$ cat src/verilog/gar_regs.svh
// flag addresses, protocol codes, reset values and timing counts
`ifndef GAR_REGS_SVH
`define GAR_REGS_SVH

// ----------------------------------------------------------------
// flag addresses (read-only input flags)
// ----------------------------------------------------------------
`define GAR_ADDR_RSVD_A      16'h0131
`define GAR_ADDR_RSVD_B      16'h0132
`define GAR_ADDR_WARN_EXC    16'h0133

// ----------------------------------------------------------------
// flag addresses (read/write output flags)
// ----------------------------------------------------------------
`define GAR_ADDR_SOUNDER     16'h0190
`define GAR_ADDR_TEST_DUE    16'h0191
`define GAR_ADDR_FAILSAFE    16'h0192
`define GAR_ADDR_WARN_EN     16'h0193
`define GAR_ADDR_WARN_RELAY  16'h0194

// ----------------------------------------------------------------
// function codes, coil values, exception codes
// ----------------------------------------------------------------
`define GAR_FC_READ_COILS    8'h01
`define GAR_FC_READ_INPUTS   8'h02
`define GAR_FC_WRITE_COIL    8'h05
`define GAR_COIL_ON          16'hFF00
`define GAR_COIL_OFF         16'h0000
`define GAR_EXC_FUNC         8'h01
`define GAR_EXC_ADDR         8'h02
`define GAR_EXC_VALUE        8'h03

// ----------------------------------------------------------------
// reset values
// ----------------------------------------------------------------
`define GAR_RST_FAILSAFE     1'h0
`define GAR_RST_WARN_EN      1'h0
`define GAR_RST_WARN_RELAY   1'h0
`define GAR_RST_SOUNDER      1'h0
`define GAR_RST_TEST_DUE     1'h0

// ----------------------------------------------------------------
// timing
// ----------------------------------------------------------------
`define GAR_AGE_YEARS        64'd1
`define GAR_NS_PER_YEAR      64'd31536000000000000
`define GAR_CLK_PERIOD_NS    64'd10
`define GAR_AGE_CYCLES       (`GAR_AGE_YEARS * `GAR_NS_PER_YEAR / `GAR_CLK_PERIOD_NS)

`endif

$ cat src/verilog/gar_pkg.sv
// types shared by the gas alarm relay flag block
package gar_pkg;

  typedef logic [15:0] gar_ppm_t;
  typedef logic [7:0]  gar_code_t;
  typedef logic [15:0] gar_addr_t;
  typedef logic [63:0] gar_count_t;

  // state of the flag bank and its answer port
  typedef struct packed {
    logic      rsp_valid;
    logic      rsp_data;
    logic      rsp_exc;
    gar_code_t rsp_exc_code;
    logic      warn_flag;
    logic      sounder;
    logic      test_due;
    logic      failsafe;
    logic      warn_en;
    logic      warn_relay;
    logic      relay;
  } gar_bank_s;

  // state of the sensor age timer
  typedef struct packed {
    gar_count_t count;
    logic       aged;
    logic       expire;
  } gar_age_s;

endpackage

$ cat src/verilog/gar_age_timer.sv
// sensor age timer: flags once the sensor has run past its test age
`include "gar_regs.svh"

module gar_age_timer #(
  parameter gar_pkg::gar_count_t AGE_CYCLES = `GAR_AGE_CYCLES
) (
  input  wire logic clk_in,     // system clock
  input  wire logic rst_n_in,   // async reset, active low
  output logic      aged_out,   // level: age limit passed
  output logic      expire_out  // one-cycle pulse when age limit passes
);
  import gar_pkg::*;

  gar_age_s s_r;
  gar_age_s s_nxt;

  // ----------------------------------------------------------------
  // counting
  // ----------------------------------------------------------------
  // counter stops at the limit so it never wraps and re-fires
  always_comb begin
    s_nxt        = s_r;
    s_nxt.expire = 1'h0;
    if (!s_r.aged) begin
      if (s_r.count >= AGE_CYCLES) begin
        s_nxt.aged   = 1'h1;
        s_nxt.expire = 1'h1;
      end else begin
        s_nxt.count = s_r.count + 64'h1;
      end
    end
  end

  always_ff @(posedge clk_in or negedge rst_n_in) begin
    if (!rst_n_in) begin
      s_r <= '0;
    end else begin
      s_r <= s_nxt;
    end
  end

  assign aged_out   = s_r.aged;
  assign expire_out = s_r.expire;

endmodule

$ cat src/verilog/gar_flag_bank.sv
// status flags, output flags and relay decision of the gas detector
`include "gar_regs.svh"

module gar_flag_bank #(
  parameter gar_pkg::gar_count_t AGE_CYCLES = `GAR_AGE_CYCLES
) (
  input  wire logic              clk_in,                // system clock
  input  wire logic              rst_n_in,              // async reset, active low
  input  wire gar_pkg::gar_ppm_t gas_level_in,          // gas level, ppm
  input  wire gar_pkg::gar_ppm_t warn_threshold_in,     // warning threshold, ppm
  input  wire gar_pkg::gar_ppm_t alarm_threshold_in,    // alarm threshold, ppm
  input  wire logic              sensor_fault_in,       // sensor fault detected
  input  wire logic              req_valid_in,          // request strobe, one cycle
  input  wire gar_pkg::gar_code_t req_func_in,          // function code
  input  wire gar_pkg::gar_addr_t req_addr_in,          // flag address
  input  wire logic [15:0]       req_value_in,          // write coil value
  output logic                   rsp_valid_out,         // answer strobe, one cycle
  output logic                   rsp_data_out,          // flag value read or written
  output logic                   rsp_exc_out,           // answer is an exception
  output gar_pkg::gar_code_t     rsp_exc_code_out,      // exception code
  output logic                   relay_energised_out,   // relay coil drive
  output logic                   sounder_on_out,        // sounder flag
  output logic                   warn_exceeded_out,     // warning exceeded flag
  output logic                   test_due_out,          // sensor test due flag
  output logic                   failsafe_out           // failsafe polarity selected
);
  import gar_pkg::*;

  gar_bank_s s_r;
  gar_bank_s s_nxt;
  logic      aged_pulse;
  logic      relay_active;
  logic      warn_hit;
  logic      alarm_hit;
  logic      coil_bit;
  logic      coil_ok;

  // ----------------------------------------------------------------
  // sensor age
  // ----------------------------------------------------------------
  gar_age_timer #(
    .AGE_CYCLES (AGE_CYCLES)
  ) u_age (
    .clk_in     (clk_in),
    .rst_n_in   (rst_n_in),
    .aged_out   (),
    .expire_out (aged_pulse)
  );

  // ----------------------------------------------------------------
  // threshold compares
  // ----------------------------------------------------------------
  // warning relay path honours the enable so a disabled warning
  // cannot trip the relay through a stale threshold
  always_comb begin
    warn_hit  = s_r.warn_en && (gas_level_in > warn_threshold_in);
    alarm_hit = gas_level_in > alarm_threshold_in;
    relay_active = sensor_fault_in
                 | alarm_hit
                 | (s_r.warn_relay & warn_hit);
  end

  // ----------------------------------------------------------------
  // coil value decode
  // ----------------------------------------------------------------
  always_comb begin
    coil_bit = 1'h0;
    coil_ok  = 1'h1;
    if (req_value_in == `GAR_COIL_ON) begin
      coil_bit = 1'h1;
    end else if (req_value_in != `GAR_COIL_OFF) begin
      coil_ok = 1'h0;
    end
  end

  // ----------------------------------------------------------------
  // next state
  // ----------------------------------------------------------------
  always_comb begin
    s_nxt              = s_r;
    s_nxt.rsp_valid    = 1'h0;
    s_nxt.rsp_data     = 1'h0;
    s_nxt.rsp_exc      = 1'h0;
    s_nxt.rsp_exc_code = 8'h00;

    // warning flag tracks the gas only while enabled
    if (s_r.warn_en) begin
      s_nxt.warn_flag = gas_level_in >= warn_threshold_in;
    end else begin
      s_nxt.warn_flag = 1'h0;
    end

    if (req_valid_in) begin
      s_nxt.rsp_valid = 1'h1;
      case (req_func_in)
        `GAR_FC_READ_INPUTS: begin
          case (req_addr_in)
            `GAR_ADDR_RSVD_A:   s_nxt.rsp_data = 1'h0;
            `GAR_ADDR_RSVD_B:   s_nxt.rsp_data = 1'h0;
            `GAR_ADDR_WARN_EXC: s_nxt.rsp_data = s_r.warn_flag;
            default: begin
              s_nxt.rsp_exc      = 1'h1;
              s_nxt.rsp_exc_code = `GAR_EXC_ADDR;
            end
          endcase
        end
        `GAR_FC_READ_COILS: begin
          case (req_addr_in)
            `GAR_ADDR_SOUNDER:    s_nxt.rsp_data = s_r.sounder;
            `GAR_ADDR_TEST_DUE:   s_nxt.rsp_data = s_r.test_due;
            `GAR_ADDR_FAILSAFE:   s_nxt.rsp_data = s_r.failsafe;
            `GAR_ADDR_WARN_EN:    s_nxt.rsp_data = s_r.warn_en;
            `GAR_ADDR_WARN_RELAY: s_nxt.rsp_data = s_r.warn_relay;
            default: begin
              s_nxt.rsp_exc      = 1'h1;
              s_nxt.rsp_exc_code = `GAR_EXC_ADDR;
            end
          endcase
        end
        `GAR_FC_WRITE_COIL: begin
          if (!coil_ok) begin
            s_nxt.rsp_exc      = 1'h1;
            s_nxt.rsp_exc_code = `GAR_EXC_VALUE;
          end else begin
            s_nxt.rsp_data = coil_bit;
            case (req_addr_in)
              `GAR_ADDR_SOUNDER:    s_nxt.sounder    = coil_bit;
              // the test flag can be cleared, but not forced on early
              `GAR_ADDR_TEST_DUE:   s_nxt.test_due   = coil_bit & s_r.test_due;
              `GAR_ADDR_FAILSAFE:   s_nxt.failsafe   = coil_bit;
              `GAR_ADDR_WARN_EN:    s_nxt.warn_en    = coil_bit;
              `GAR_ADDR_WARN_RELAY: s_nxt.warn_relay = coil_bit;
              default: begin
                // input flags, reserved ones too, refuse writes
                s_nxt.rsp_data     = 1'h0;
                s_nxt.rsp_exc      = 1'h1;
                s_nxt.rsp_exc_code = `GAR_EXC_ADDR;
              end
            endcase
          end
        end
        default: begin
          s_nxt.rsp_exc      = 1'h1;
          s_nxt.rsp_exc_code = `GAR_EXC_FUNC;
        end
      endcase
    end

    // age expiry after the write so that a same-cycle clear loses
    if (aged_pulse) begin
      s_nxt.test_due = 1'h1;
    end

    // polarity: inactive state is energised in failsafe mode
    s_nxt.relay = relay_active ^ s_r.failsafe;
  end

  // ----------------------------------------------------------------
  // state register
  // ----------------------------------------------------------------
  // relay resets de-energised; with failsafe at its reset value that
  // is the standard power-up state, so no strap needs catching
  always_ff @(posedge clk_in or negedge rst_n_in) begin
    if (!rst_n_in) begin
      s_r            <= '0;
      s_r.failsafe   <= `GAR_RST_FAILSAFE;
      s_r.warn_en    <= `GAR_RST_WARN_EN;
      s_r.warn_relay <= `GAR_RST_WARN_RELAY;
      s_r.sounder    <= `GAR_RST_SOUNDER;
      s_r.test_due   <= `GAR_RST_TEST_DUE;
    end else begin
      s_r <= s_nxt;
    end
  end

  // ----------------------------------------------------------------
  // outputs
  // ----------------------------------------------------------------
  assign rsp_valid_out       = s_r.rsp_valid;
  assign rsp_data_out        = s_r.rsp_data;
  assign rsp_exc_out         = s_r.rsp_exc;
  assign rsp_exc_code_out    = s_r.rsp_exc_code;
  assign relay_energised_out = s_r.relay;
  assign sounder_on_out      = s_r.sounder;
  assign warn_exceeded_out   = s_r.warn_flag;
  assign test_due_out        = s_r.test_due;
  assign failsafe_out        = s_r.failsafe;

endmodule

$ cat config.mk
export PLATFORM = sky130hd
export DESIGN_NAME = gar_flag_bank
export DESIGN_NICKNAME = d
export VERILOG_FILES = /design/src/verilog/gar_pkg.sv /design/src/verilog/gar_age_timer.sv /design/src/verilog/gar_flag_bank.sv
export VERILOG_INCLUDE_DIRS = /design/src /design/src/verilog
export SDC_FILE = /design/constraint.sdc
export NUM_CORES = 1
export LEC_CHECK = 0
export ABC_AREA = 1
export BUFFER_PORTS_ARGS = -buffer_cell sky130_fd_sc_hd__buf_2
export CELL_PAD_IN_SITES_DETAIL_PLACEMENT = 1
export CELL_PAD_IN_SITES_GLOBAL_PLACEMENT = 1
export CORE_MARGIN = 4
export CORE_UTILIZATION = 41
export DETAILED_ROUTE_END_ITERATION = 8
export PLACE_DENSITY_LB_ADDON = 0.1
export SYNTH_ARGS = -nofsm -noshare
export SYNTH_HDL_FRONTEND = slang
export SYNTH_SLANG_ARGS = --single-unit
$ cat constraint.sdc
create_clock -name clk_in -period 2.3 [get_ports clk_in]
set_clock_uncertainty 0.15 [all_clocks]
set_input_delay 0.115 -clock clk_in [delete_from_list [all_inputs] [get_ports clk_in]]
set_output_delay 0.115 -clock clk_in [all_outputs]
set_load 0.05 [all_outputs]
==> results.cfg, run 1 <==
[status]
status = finished clean

[layout]
drive_above_1_share_pct = 23.0
fin_area_um2 = 7180
antenna_cells = 0
fill_cells = 1922
seq_area_um2 = 1950
multi_input_area_um2 = 3420
mostFrequentLayoutCell = nand2_1
stdcell_count = 1156
layout.nets = 1093
area_growth_pct = 17.1
final_cell_mix = nand2_1 (179), inv_1 (141), nor2_1 (113)

[yosys]
postSynthCellCount = 856
synth_warnings = 0
synth_area_um2 = 6130
yosysUniqueCellTypes = 37
avgSynthCellArea_um2 = 7.16
seq_area_frac_synth_pct = 31.8
ys_seq_elements = 78

[route]
post-route-drc-count = 0
vias = 5812
routed_wl_um = 18100
vias_per_cell = 5.03
drtAntennaViolNets = 0
post_drt_wl_per_cell_um = 15.7
first_pass_iters = 4
drt-initial-drc-count = 218

[placed_design]
place_area_um2 = 6830
io_buffers = 101
dp_hpwl_um = 14900
placed_cells = 1135
gp_congestion = 0.928

[clocking]
clk_path_buf_depth = 2
worstSkewPairLatency_ns = 0.35
cts-root-buf = clkbuf_16
cts_buffers = 9
cts.sinks = 78
cts_setup_buffers = 0
clk_pin_slew_worst_paths_ns = 0.07
htree_levels = 3
cts_tree = yes

[global_route]
grt_pass1_wl_um = 29500
grt_max_degree = 67
grtUsageTotal_pct = 22.0
antenna_found_initial = 0
grt_overflow = 0
grt_pass1_vias = 6150

[critical_path]
cp-start-kind = flip-flop
worst-endpoint-required_ns = 2.43
worstPathArrival_ns = 2.27
worst-path-max-fanout = 41
critPathKind = flip-flop to flip-flop
crit_path_end_kind = flip-flop

[pwr]
ir_drop_uv = 305
intPower_w = 0.00227
p_per_area_nw_per_um2 = 437
swShare_pct = 27.7
p_comb_share_pct = 10.6
p_switching_w = 0.000868
leakage_nw = 3.36
seq_power_share_pct = 43.9
fin_total_pwr_w = 0.00313
clkPwrFrac_pct = 45.5

[die]
die_h_um = 130
core_um2 = 14600
die_w_um = 130
rows = 44
start_util_pct = 42.0
top_level_ports = 108
die_area_um2 = 17000

[run]
cap_viol_max_count = 0

[sta]
setup_violations = 0
worst_pin_slew_ns = 0.883
rsz0062_at_grt = no
max_freq_mhz = 467
period_needed_ns = 2.14
fin_setup_tns_ns = 0
holdWs_ns = 0.0505
slew_viol_final = 0
final_hold_viol_count = 0
fin_crit_sh_pct = 93.1
slew_headroom_pct = 41.1

[worst_hold_path]
hold_path.class = primary input to flip-flop
through the flow:
stage,util (%),setup slack (ns)
detailed placement,46.8,0.106
CTS,49.2,0.0733
global placement,46.8,0.118
global route,49.2,0.000896
finish,49.2,0.158
floorplan,-,0.464
final cells by class:
cell class	instances	area share [%]
Multi-Input combinational cell	607	47.6
Sequential cell	78	27.2
Inverter	143	7.48
Timing Repair Buffer	128	10.5
Tap cell	184	3.21
Clock inverter	7	0.889
Clock buffer	9	3.14
sequential cells by signal, indices dropped and copies added (netlist names):
register             cells
u_age.s_r               64
rsp_exc_code_out         2
s_r                      2
failsafe_out             1
relay_energised_out      1
rsp_data_out             1
rsp_exc_out              1
rsp_valid_out            1
sounder_on_out           1
test_due_out             1
u_age.aged_out           1
u_age.expire_out         1
warn_exceeded_out        1
Yosys cell counts (all sizes together):
master	n	share of area, %
inv	143	8.8
o21a	3	0.37
a21oi	20	1.7
o2111ai	2	0.29
a21o	1	0.12
and2	1	0.10
or2	1	0.10
ha	34	6.9
nor3	29	2.7
a31oi	1	0.10
o21ai	61	7.7
nor2	115	7.1
nand3	44	3.8
dfrtp	78	32
xor2	34	4.9
nand2	207	14
xnor2	15	2.1
o21bai	1	0.12
nor4	4	0.41
buf	19	3.3
conb	1	0.061
clkbuf	14	0.86
nand3b	1	0.12
nand4	25	2.6
and3	2	0.20
critical path, stage by stage, from the launching register on:
cell and delay (ns):
dfrtp_1 0.40, inv_1 0.16, nand3_1 0.14, nor3_2 0.20
nand3_1 0.11, nor2_1 0.14, nand2_2 0.10, nand3_4 0.19
buf_16 0.27, nand2_1 0.08, o21ai_1 0.09
logic make-up after synthesis:
family,count (synthesis),share of synthesized area [%]
AOI/OAI and AO/OA,89,10.4
adders and majority gates,34,6.94
other,1,0.0612
and+or+nand+nor,429,30.8
xor gates and xnor gates,49,7.00
buffers and inverters,176,12.9
DFF,78,31.8
repair_timing:
item                       CTS  global route
gates resized for setup      0             2
hold endpoints to repair    70             0
setup endpoints to repair    0             5
hold buffers                 5             0
final timing paths:
kind | start | to | slack [ns] | cells after the start
max | u_age.s_r[45] | u_age.s_r[16] | 0.16 | 10
min reg2reg | u_age.s_r[58] | u_age.s_r[58] | 0.23 | 0
min in group asynchronous | rst_n_in | u_age.s_r[8] | 0.27 | 2
max in group asynchronous | rst_n_in | u_age.s_r[65] | 0.99 | 3
min | req_value_in[14] | rsp_exc_code_out[1] | 0.05 | 5
max reg2reg | u_age.s_r[45] | u_age.s_r[16] | 0.16 | 10
power groups by stage:
stage	clock network, W	logic (W)	registers [W]
after global placement	0	0.000310	0.00140
after CTS	0.00146	0.000336	0.00138
after detailed placement	0	0.000328	0.00140
after floorplan	0	0.000161	0.00142
after global routing	0.00152	0.000378	0.00138
final	0.00143	0.000331	0.00138
metal layers:
| layer | up-vias | share of wire [%] | GRT usage [%] |
|---|---|---|---|
| met1 | 2779 | 44 | 26.6 |
| met4 | 0 | 1.6 | 7.21 |
| met5 | - | 0 | 0 |
| met3 | 20 | 5.2 | 3.81 |
| li1 | 2896 | - | - |
| met2 | 117 | 49 | 39.7 |
Power figures use the tool's default switching activity.
==> run 2: changes to the inputs <==
--- a/config.mk
+++ b/config.mk
@@ -11,7 +11,7 @@
 export CELL_PAD_IN_SITES_DETAIL_PLACEMENT = 1
 export CELL_PAD_IN_SITES_GLOBAL_PLACEMENT = 1
 export CORE_MARGIN = 4
-export CORE_UTILIZATION = 41
+export CORE_UTILIZATION = 44
 export DETAILED_ROUTE_END_ITERATION = 8
 export PLACE_DENSITY_LB_ADDON = 0.1
 export SYNTH_ARGS = -nofsm -noshare
==> constraint.sdc (replaced) <==
create_clock -name clk_in -period 2.75 [get_ports clk_in]
set_clock_uncertainty 0.15 [all_clocks]
set_input_delay 0.1375 -clock clk_in [delete_from_list [all_inputs] [get_ports clk_in]]
set_output_delay 0.1375 -clock clk_in [all_outputs]
set_load 0.05 [all_outputs]
==> results.cfg, run 2 (same netlist as run 1, synthesis figures left out) <==
[status]
status = finished clean

[die]
top_level_ports = 108
die_area_um2 = 15900
die_h_um = 126
rows = 42
die_w_um = 126
start_util_pct = 45.6
core_um2 = 13500

[layout]
fin_area_um2 = 7020
drive_above_1_share_pct = 21.5
final_cell_mix = nand2_1 (180), inv_1 (141), nor2_1 (113)
layout.nets = 1075
antenna_cells = 0
area_growth_pct = 14.6
mostFrequentLayoutCell = nand2_1
fill_cells = 1809
largest_register = u_age.s_r
largest_reg_flops = 64

[global_route]
grt_max_degree = 79
grt_pass1_vias = 6038
grt_overflow = 0
grt_pass1_wl_um = 29400
antenna_found_initial = 0
grtUsageTotal_pct = 22.7

[sta]
period_needed_ns = 2.26
slew_viol_final = 0
setup_violations = 0
fin_crit_sh_pct = 82.2
slew_headroom_pct = 33.2
final_hold_viol_count = 0
max_freq_mhz = 442
fin_setup_tns_ns = 0
worst_pin_slew_ns = 1.00
fin_ws_ns = 0.489
rsz0062_at_grt = no

[critical_path]
reg2reg_depth = 12
cp-start-kind = flip-flop
reg2reg_to = u_age.s_r[8]
r2r-start = u_age.s_r[21]
reg2reg_slack_ns = 0.49
crit_path_end_kind = flip-flop
worst-path-max-fanout = 51
critPathKind = flip-flop to flip-flop
worst-endpoint-required_ns = 2.87
worstPathArrival_ns = 2.38

[worst_hold_path]
hold_depth = 5
worstHoldStart = req_func_in[2]
min_delay_worst_endpoint = rsp_exc_code_out[1]
hold_path.class = primary input to flip-flop

[clocking]
clk_path_buf_depth = 2
cts_tree = yes
worstSkewPairLatency_ns = 0.35
cts_setup_buffers = 0
cts-root-buf = clkbuf_16
cts_buffers = 9
htree_levels = 3
cts.sinks = 78
clk_pin_slew_worst_paths_ns = 0.07

[run]
cap_viol_max_count = 0

[placed_design]
dp_hpwl_um = 14700
dpl_worst_slack_ns = 0.503
io_buffers = 101
gp_congestion = 0.986
place_area_um2 = 6690

[route]
post_drt_wl_per_cell_um = 15.8
post-route-drc-count = 0
drtAntennaViolNets = 0
routed_wl_um = 17900
vias_per_cell = 5.05
first_pass_iters = 4
drt-initial-drc-count = 252
vias = 5710

[pwr]
p_per_area_nw_per_um2 = 371
fin_total_pwr_w = 0.00261
ir_drop_uv = 224
leakage_nw = 3.26
## run 2: cell count changes in the layout (fill, tap and decap cells not counted), sizes merged
cell,change
buf,-18
## run 2: where the power goes
group          leakage, nW  total (W)  internal (W)  switching, W
Sequential            1.06    0.00115       0.00115   0.000000995
Clock                0.135    0.00118      0.000631      0.000550
Combinational         2.07   0.000275      0.000109      0.000166
## run 2: worst max-delay path, cell delays in order (launching register included)
cell     delay (ns)
dfrtp_1        0.40
inv_1          0.11
nand2_1        0.06
nor3_1         0.23
nand2_1        0.08
o21ai_1        0.12
nand3_1        0.10
nand2_1        0.08
nand2_2        0.08
nand3_4        0.25
buf_12         0.30
nand2_1        0.09
o21ai_1        0.09
## run 2: area by class of cell
class | instances | area (µm²) | share of cell area, %
Clock buffer | 9 | 225 | 3.21
Clock inverter | 7 | 61.3 | 0.873
Inverter | 143 | 537 | 7.64
Multi-Input combinational cell | 607 | 3410 | 48.6
Sequential cell | 78 | 1950 | 27.8
Tap cell | 176 | 220 | 3.14
Timing Repair Buffer | 110 | 613 | 8.73
## run 2: worst max-delay path by stage
stage,start,end,slack [ns],cells past startpoint
final,u_age.s_r[21],u_age.s_r[8],0.49,12
after global routing,u_age.s_r[23],u_age.s_r[8],0.20,12
after CTS,u_age.s_r[42],u_age.s_r[8],0.48,10
after detailed placement,u_age.s_r[42],u_age.s_r[6],0.50,9
after global placement,u_age.s_r[49],u_age.s_r[6],0.57,9
after floorplan,u_age.s_r[2],u_age.s_r[50],0.91,9
## run 2: routing by layer
| layer | global-route usage [%] | wire (µm) |
|---|---|---|
| met1 | 28.0 | 7860 |
| met2 | 40.8 | 8900 |
| met3 | 3.51 | 793 |
| met4 | 6.44 | 346 |
| met5 | 0 | 0 |
## run 2: metrics by stage
| step | cells | hold WS, ns | utilization, % |
|---|---|---|---|
| final | 1130 | 0.0771 | 52.2 |
| after CTS | 1130 | 0.0748 | 52.2 |
| after global routing | 1130 | 0.110 | 52.2 |
| after floorplan | 861 | -0.308 | - |
| after global placement | 1109 | 0.149 | 49.7 |
| after detailed placement | 1109 | 0.162 | 49.7 |
## run 2: timing repair
action                                  in CTS  in global routing
hold buffers                                 5                  0
endpoints found under the hold margin       83                  0
gates resized for setup                      0                  0
endpoints found under the setup margin       0                  0
==> run 3: changes to the inputs <==
--- a/config.mk
+++ b/config.mk
@@ -11,7 +11,7 @@
 export CELL_PAD_IN_SITES_DETAIL_PLACEMENT = 1
 export CELL_PAD_IN_SITES_GLOBAL_PLACEMENT = 1
 export CORE_MARGIN = 4
-export CORE_UTILIZATION = 44
+export CORE_UTILIZATION = 37
 export DETAILED_ROUTE_END_ITERATION = 8
 export PLACE_DENSITY_LB_ADDON = 0.1
 export SYNTH_ARGS = -nofsm -noshare
==> constraint.sdc (replaced) <==
create_clock -name clk_in -period 1.9 [get_ports clk_in]
set_clock_uncertainty 0.15 [all_clocks]
set_input_delay 0.095 -clock clk_in [delete_from_list [all_inputs] [get_ports clk_in]]
set_output_delay 0.095 -clock clk_in [all_outputs]
set_load 0.05 [all_outputs]
==> results.cfg, run 3 (same netlist as run 1, synthesis figures left out) <==
[placed_design]
io_buffers = 101
dp_hpwl_um = 16300
gp_congestion = 0.921
placed_cells = 1234

[global_route]
grt_max_degree = 37
grt_pass1_vias = 6887
grt_overflow = 0
antenna_found_initial = 0
grtUsageTotal_pct = 23.5
grt_pass1_wl_um = 34000

[run]
cap_viol_max_count = 0

[critical_path]
worstPathArrival_ns = 2.17
worst-path-max-fanout = 6
crit_chain = inv_2 > nand2_2 > nor3_2 > buf_4 > o21ai_2 > nand3_1 > nand2_1 > nand2_2 > nand3_4 > buf_12 > clkbuf_16 > nand2_4 > o21ai_2
crit_path_end_kind = flip-flop
cp-start-kind = flip-flop
cpPeakStageDelay_ns = 0.40
worst-endpoint-required_ns = 1.99
critPathSlowestCell = dfrtp_1
critPathKind = flip-flop to flip-flop

[route]
routed_wl_um = 22100
post_drt_wl_per_cell_um = 17.2
post-route-drc-count = 0
vias = 6304
drtAntennaViolNets = 0
drt-initial-drc-count = 176
vias_per_cell = 4.93
first_pass_iters = 4

[layout]
final_cell_mix = nand2_1 (155), inv_1 (140), nor2_1 (102)
mostFrequentLayoutCell = nand2_1
drive_above_1_share_pct = 35.4
antenna_cells = 0
fill_cells = 2047
layout.nets = 1184
seq_area_um2 = 1960
largest_register = u_age.s_r
stdcell_count = 1279
multi_input_area_um2 = 3750
area_growth_pct = 38.2
largest_reg_flops = 64

[clocking]
clk_pin_slew_worst_paths_ns = 0.07
clk_path_buf_depth = 2
cts_tree = yes
worstSkewPairLatency_ns = 0.35
cts_buffers = 9
cts-root-buf = clkbuf_16
cts.sinks = 78
htree_levels = 3

[sta]
fin_ws_ns = -0.177
fin_setup_tns_ns = -7.07
final_hold_viol_count = 0
slew_viol_final = 0
setup_violations = 53
period_needed_ns = 2.08
max_freq_mhz = 481
rsz0062_at_grt = yes
fin_crit_sh_pct = 109

[status]
status = finished, violations left
failed_checks = setup timing

[die]
core_um2 = 16100
die_w_um = 137
die_area_um2 = 18700
rows = 46
top_level_ports = 108
start_util_pct = 38.2
die_h_um = 137

[pwr]
p_per_area_nw_per_um2 = 449
leakage_nw = 4.29
ir_drop_uv = 294

[worst_hold_path]
hold_path.class = primary input to flip-flop
run 3: cell count changes in the layout (fill, tap and decap cells not counted), sizes merged:
cell,change
buf,+105
clkbuf,+4
clkinv,+1
inv,-1
run 3: path summary, 6_finish.rpt:
| kind | slack [ns] | to | cells past startpoint | startpoint |
|---|---|---|---|---|
| max in group asynchronous | 0.91 | u_age.s_r[26] | 3 | rst_n_in |
| min in group asynchronous | 0.05 | u_age.s_r[8] | 2 | rst_n_in |
| worst min register to register | 0.23 | u_age.s_r[60] | 0 | u_age.s_r[60] |
| worst max register to register | -0.18 | u_age.s_r[24] | 13 | u_age.s_r[21] |
| worst max-delay path | -0.18 | u_age.s_r[24] | 13 | u_age.s_r[21] |
| worst min-delay path | 0.03 | rsp_data_out | 5 | req_func_in[1] |
run 3: critical path: cells and delay by family (launching register included):
| family | cells | cell delay (ns) |
|---|---|---|
| AND/OR/NAND/NOR | 7 | 0.70 |
| buffers and inverters | 4 | 0.61 |
| flip-flops | 1 | 0.40 |
| AO/OA/AOI/OAI | 2 | 0.09 |
run 3: per-stage QoR:
stage / hold slack (ns) / instance area [µm²] / power (W) / util, % / setup WS (ns)
2_1_floorplan: -0.351 / 6150 / 0.00191 / - / 0.0644
3_5_place_dp: -0.103 / 7400 / 0.00211 / 46.1 / -0.118
5_1_grt: 0.0930 / 8470 / 0.00397 / 52.8 / -0.293
4_1_cts: 0.0273 / 8100 / 0.00385 / 50.4 / -0.0821
3_3_place_gp: -0.109 / 7400 / 0.00208 / 46.1 / -0.114
6_report: 0.0273 / 8470 / 0.00380 / 52.8 / -0.177
run 3: timing repair:
action,in CTS,in global routing
resized for setup,31,75
cloned,7,4
endpoints found under the setup margin,46,54
hold endpoints to repair,84,0
setup buffers,9,6
pin swaps,3,6
hold buffers,5,0
run 3: power breakdown:
group	internal, W	total (W)	switching [W]
sequential	0.00167	0.00167	0.00000180
combinational	0.000166	0.000411	0.000245
clock	0.000915	0.00172	0.000807
total	0.00275	0.00380	0.00105
run 3: routing by layer:
metal	up-vias	GRT usage, %	wire (µm)
met5	-	0	0
met4	0	8.06	612
met3	34	3.42	718
met2	106	43.0	11500
met1	3069	28.0	9220
li1	3095	-	-
run 3: area by class of cell:
| type | count | share of cell area, % |
|---|---|---|
| Sequential cell | 78 | 23.1 |
| Inverter | 143 | 6.34 |
| Multi-Input combinational cell | 607 | 44.2 |
| Tap cell | 216 | 3.19 |
| Clock inverter | 7 | 0.753 |
| Clock buffer | 9 | 2.66 |
| Timing Repair Buffer | 219 | 19.7 |
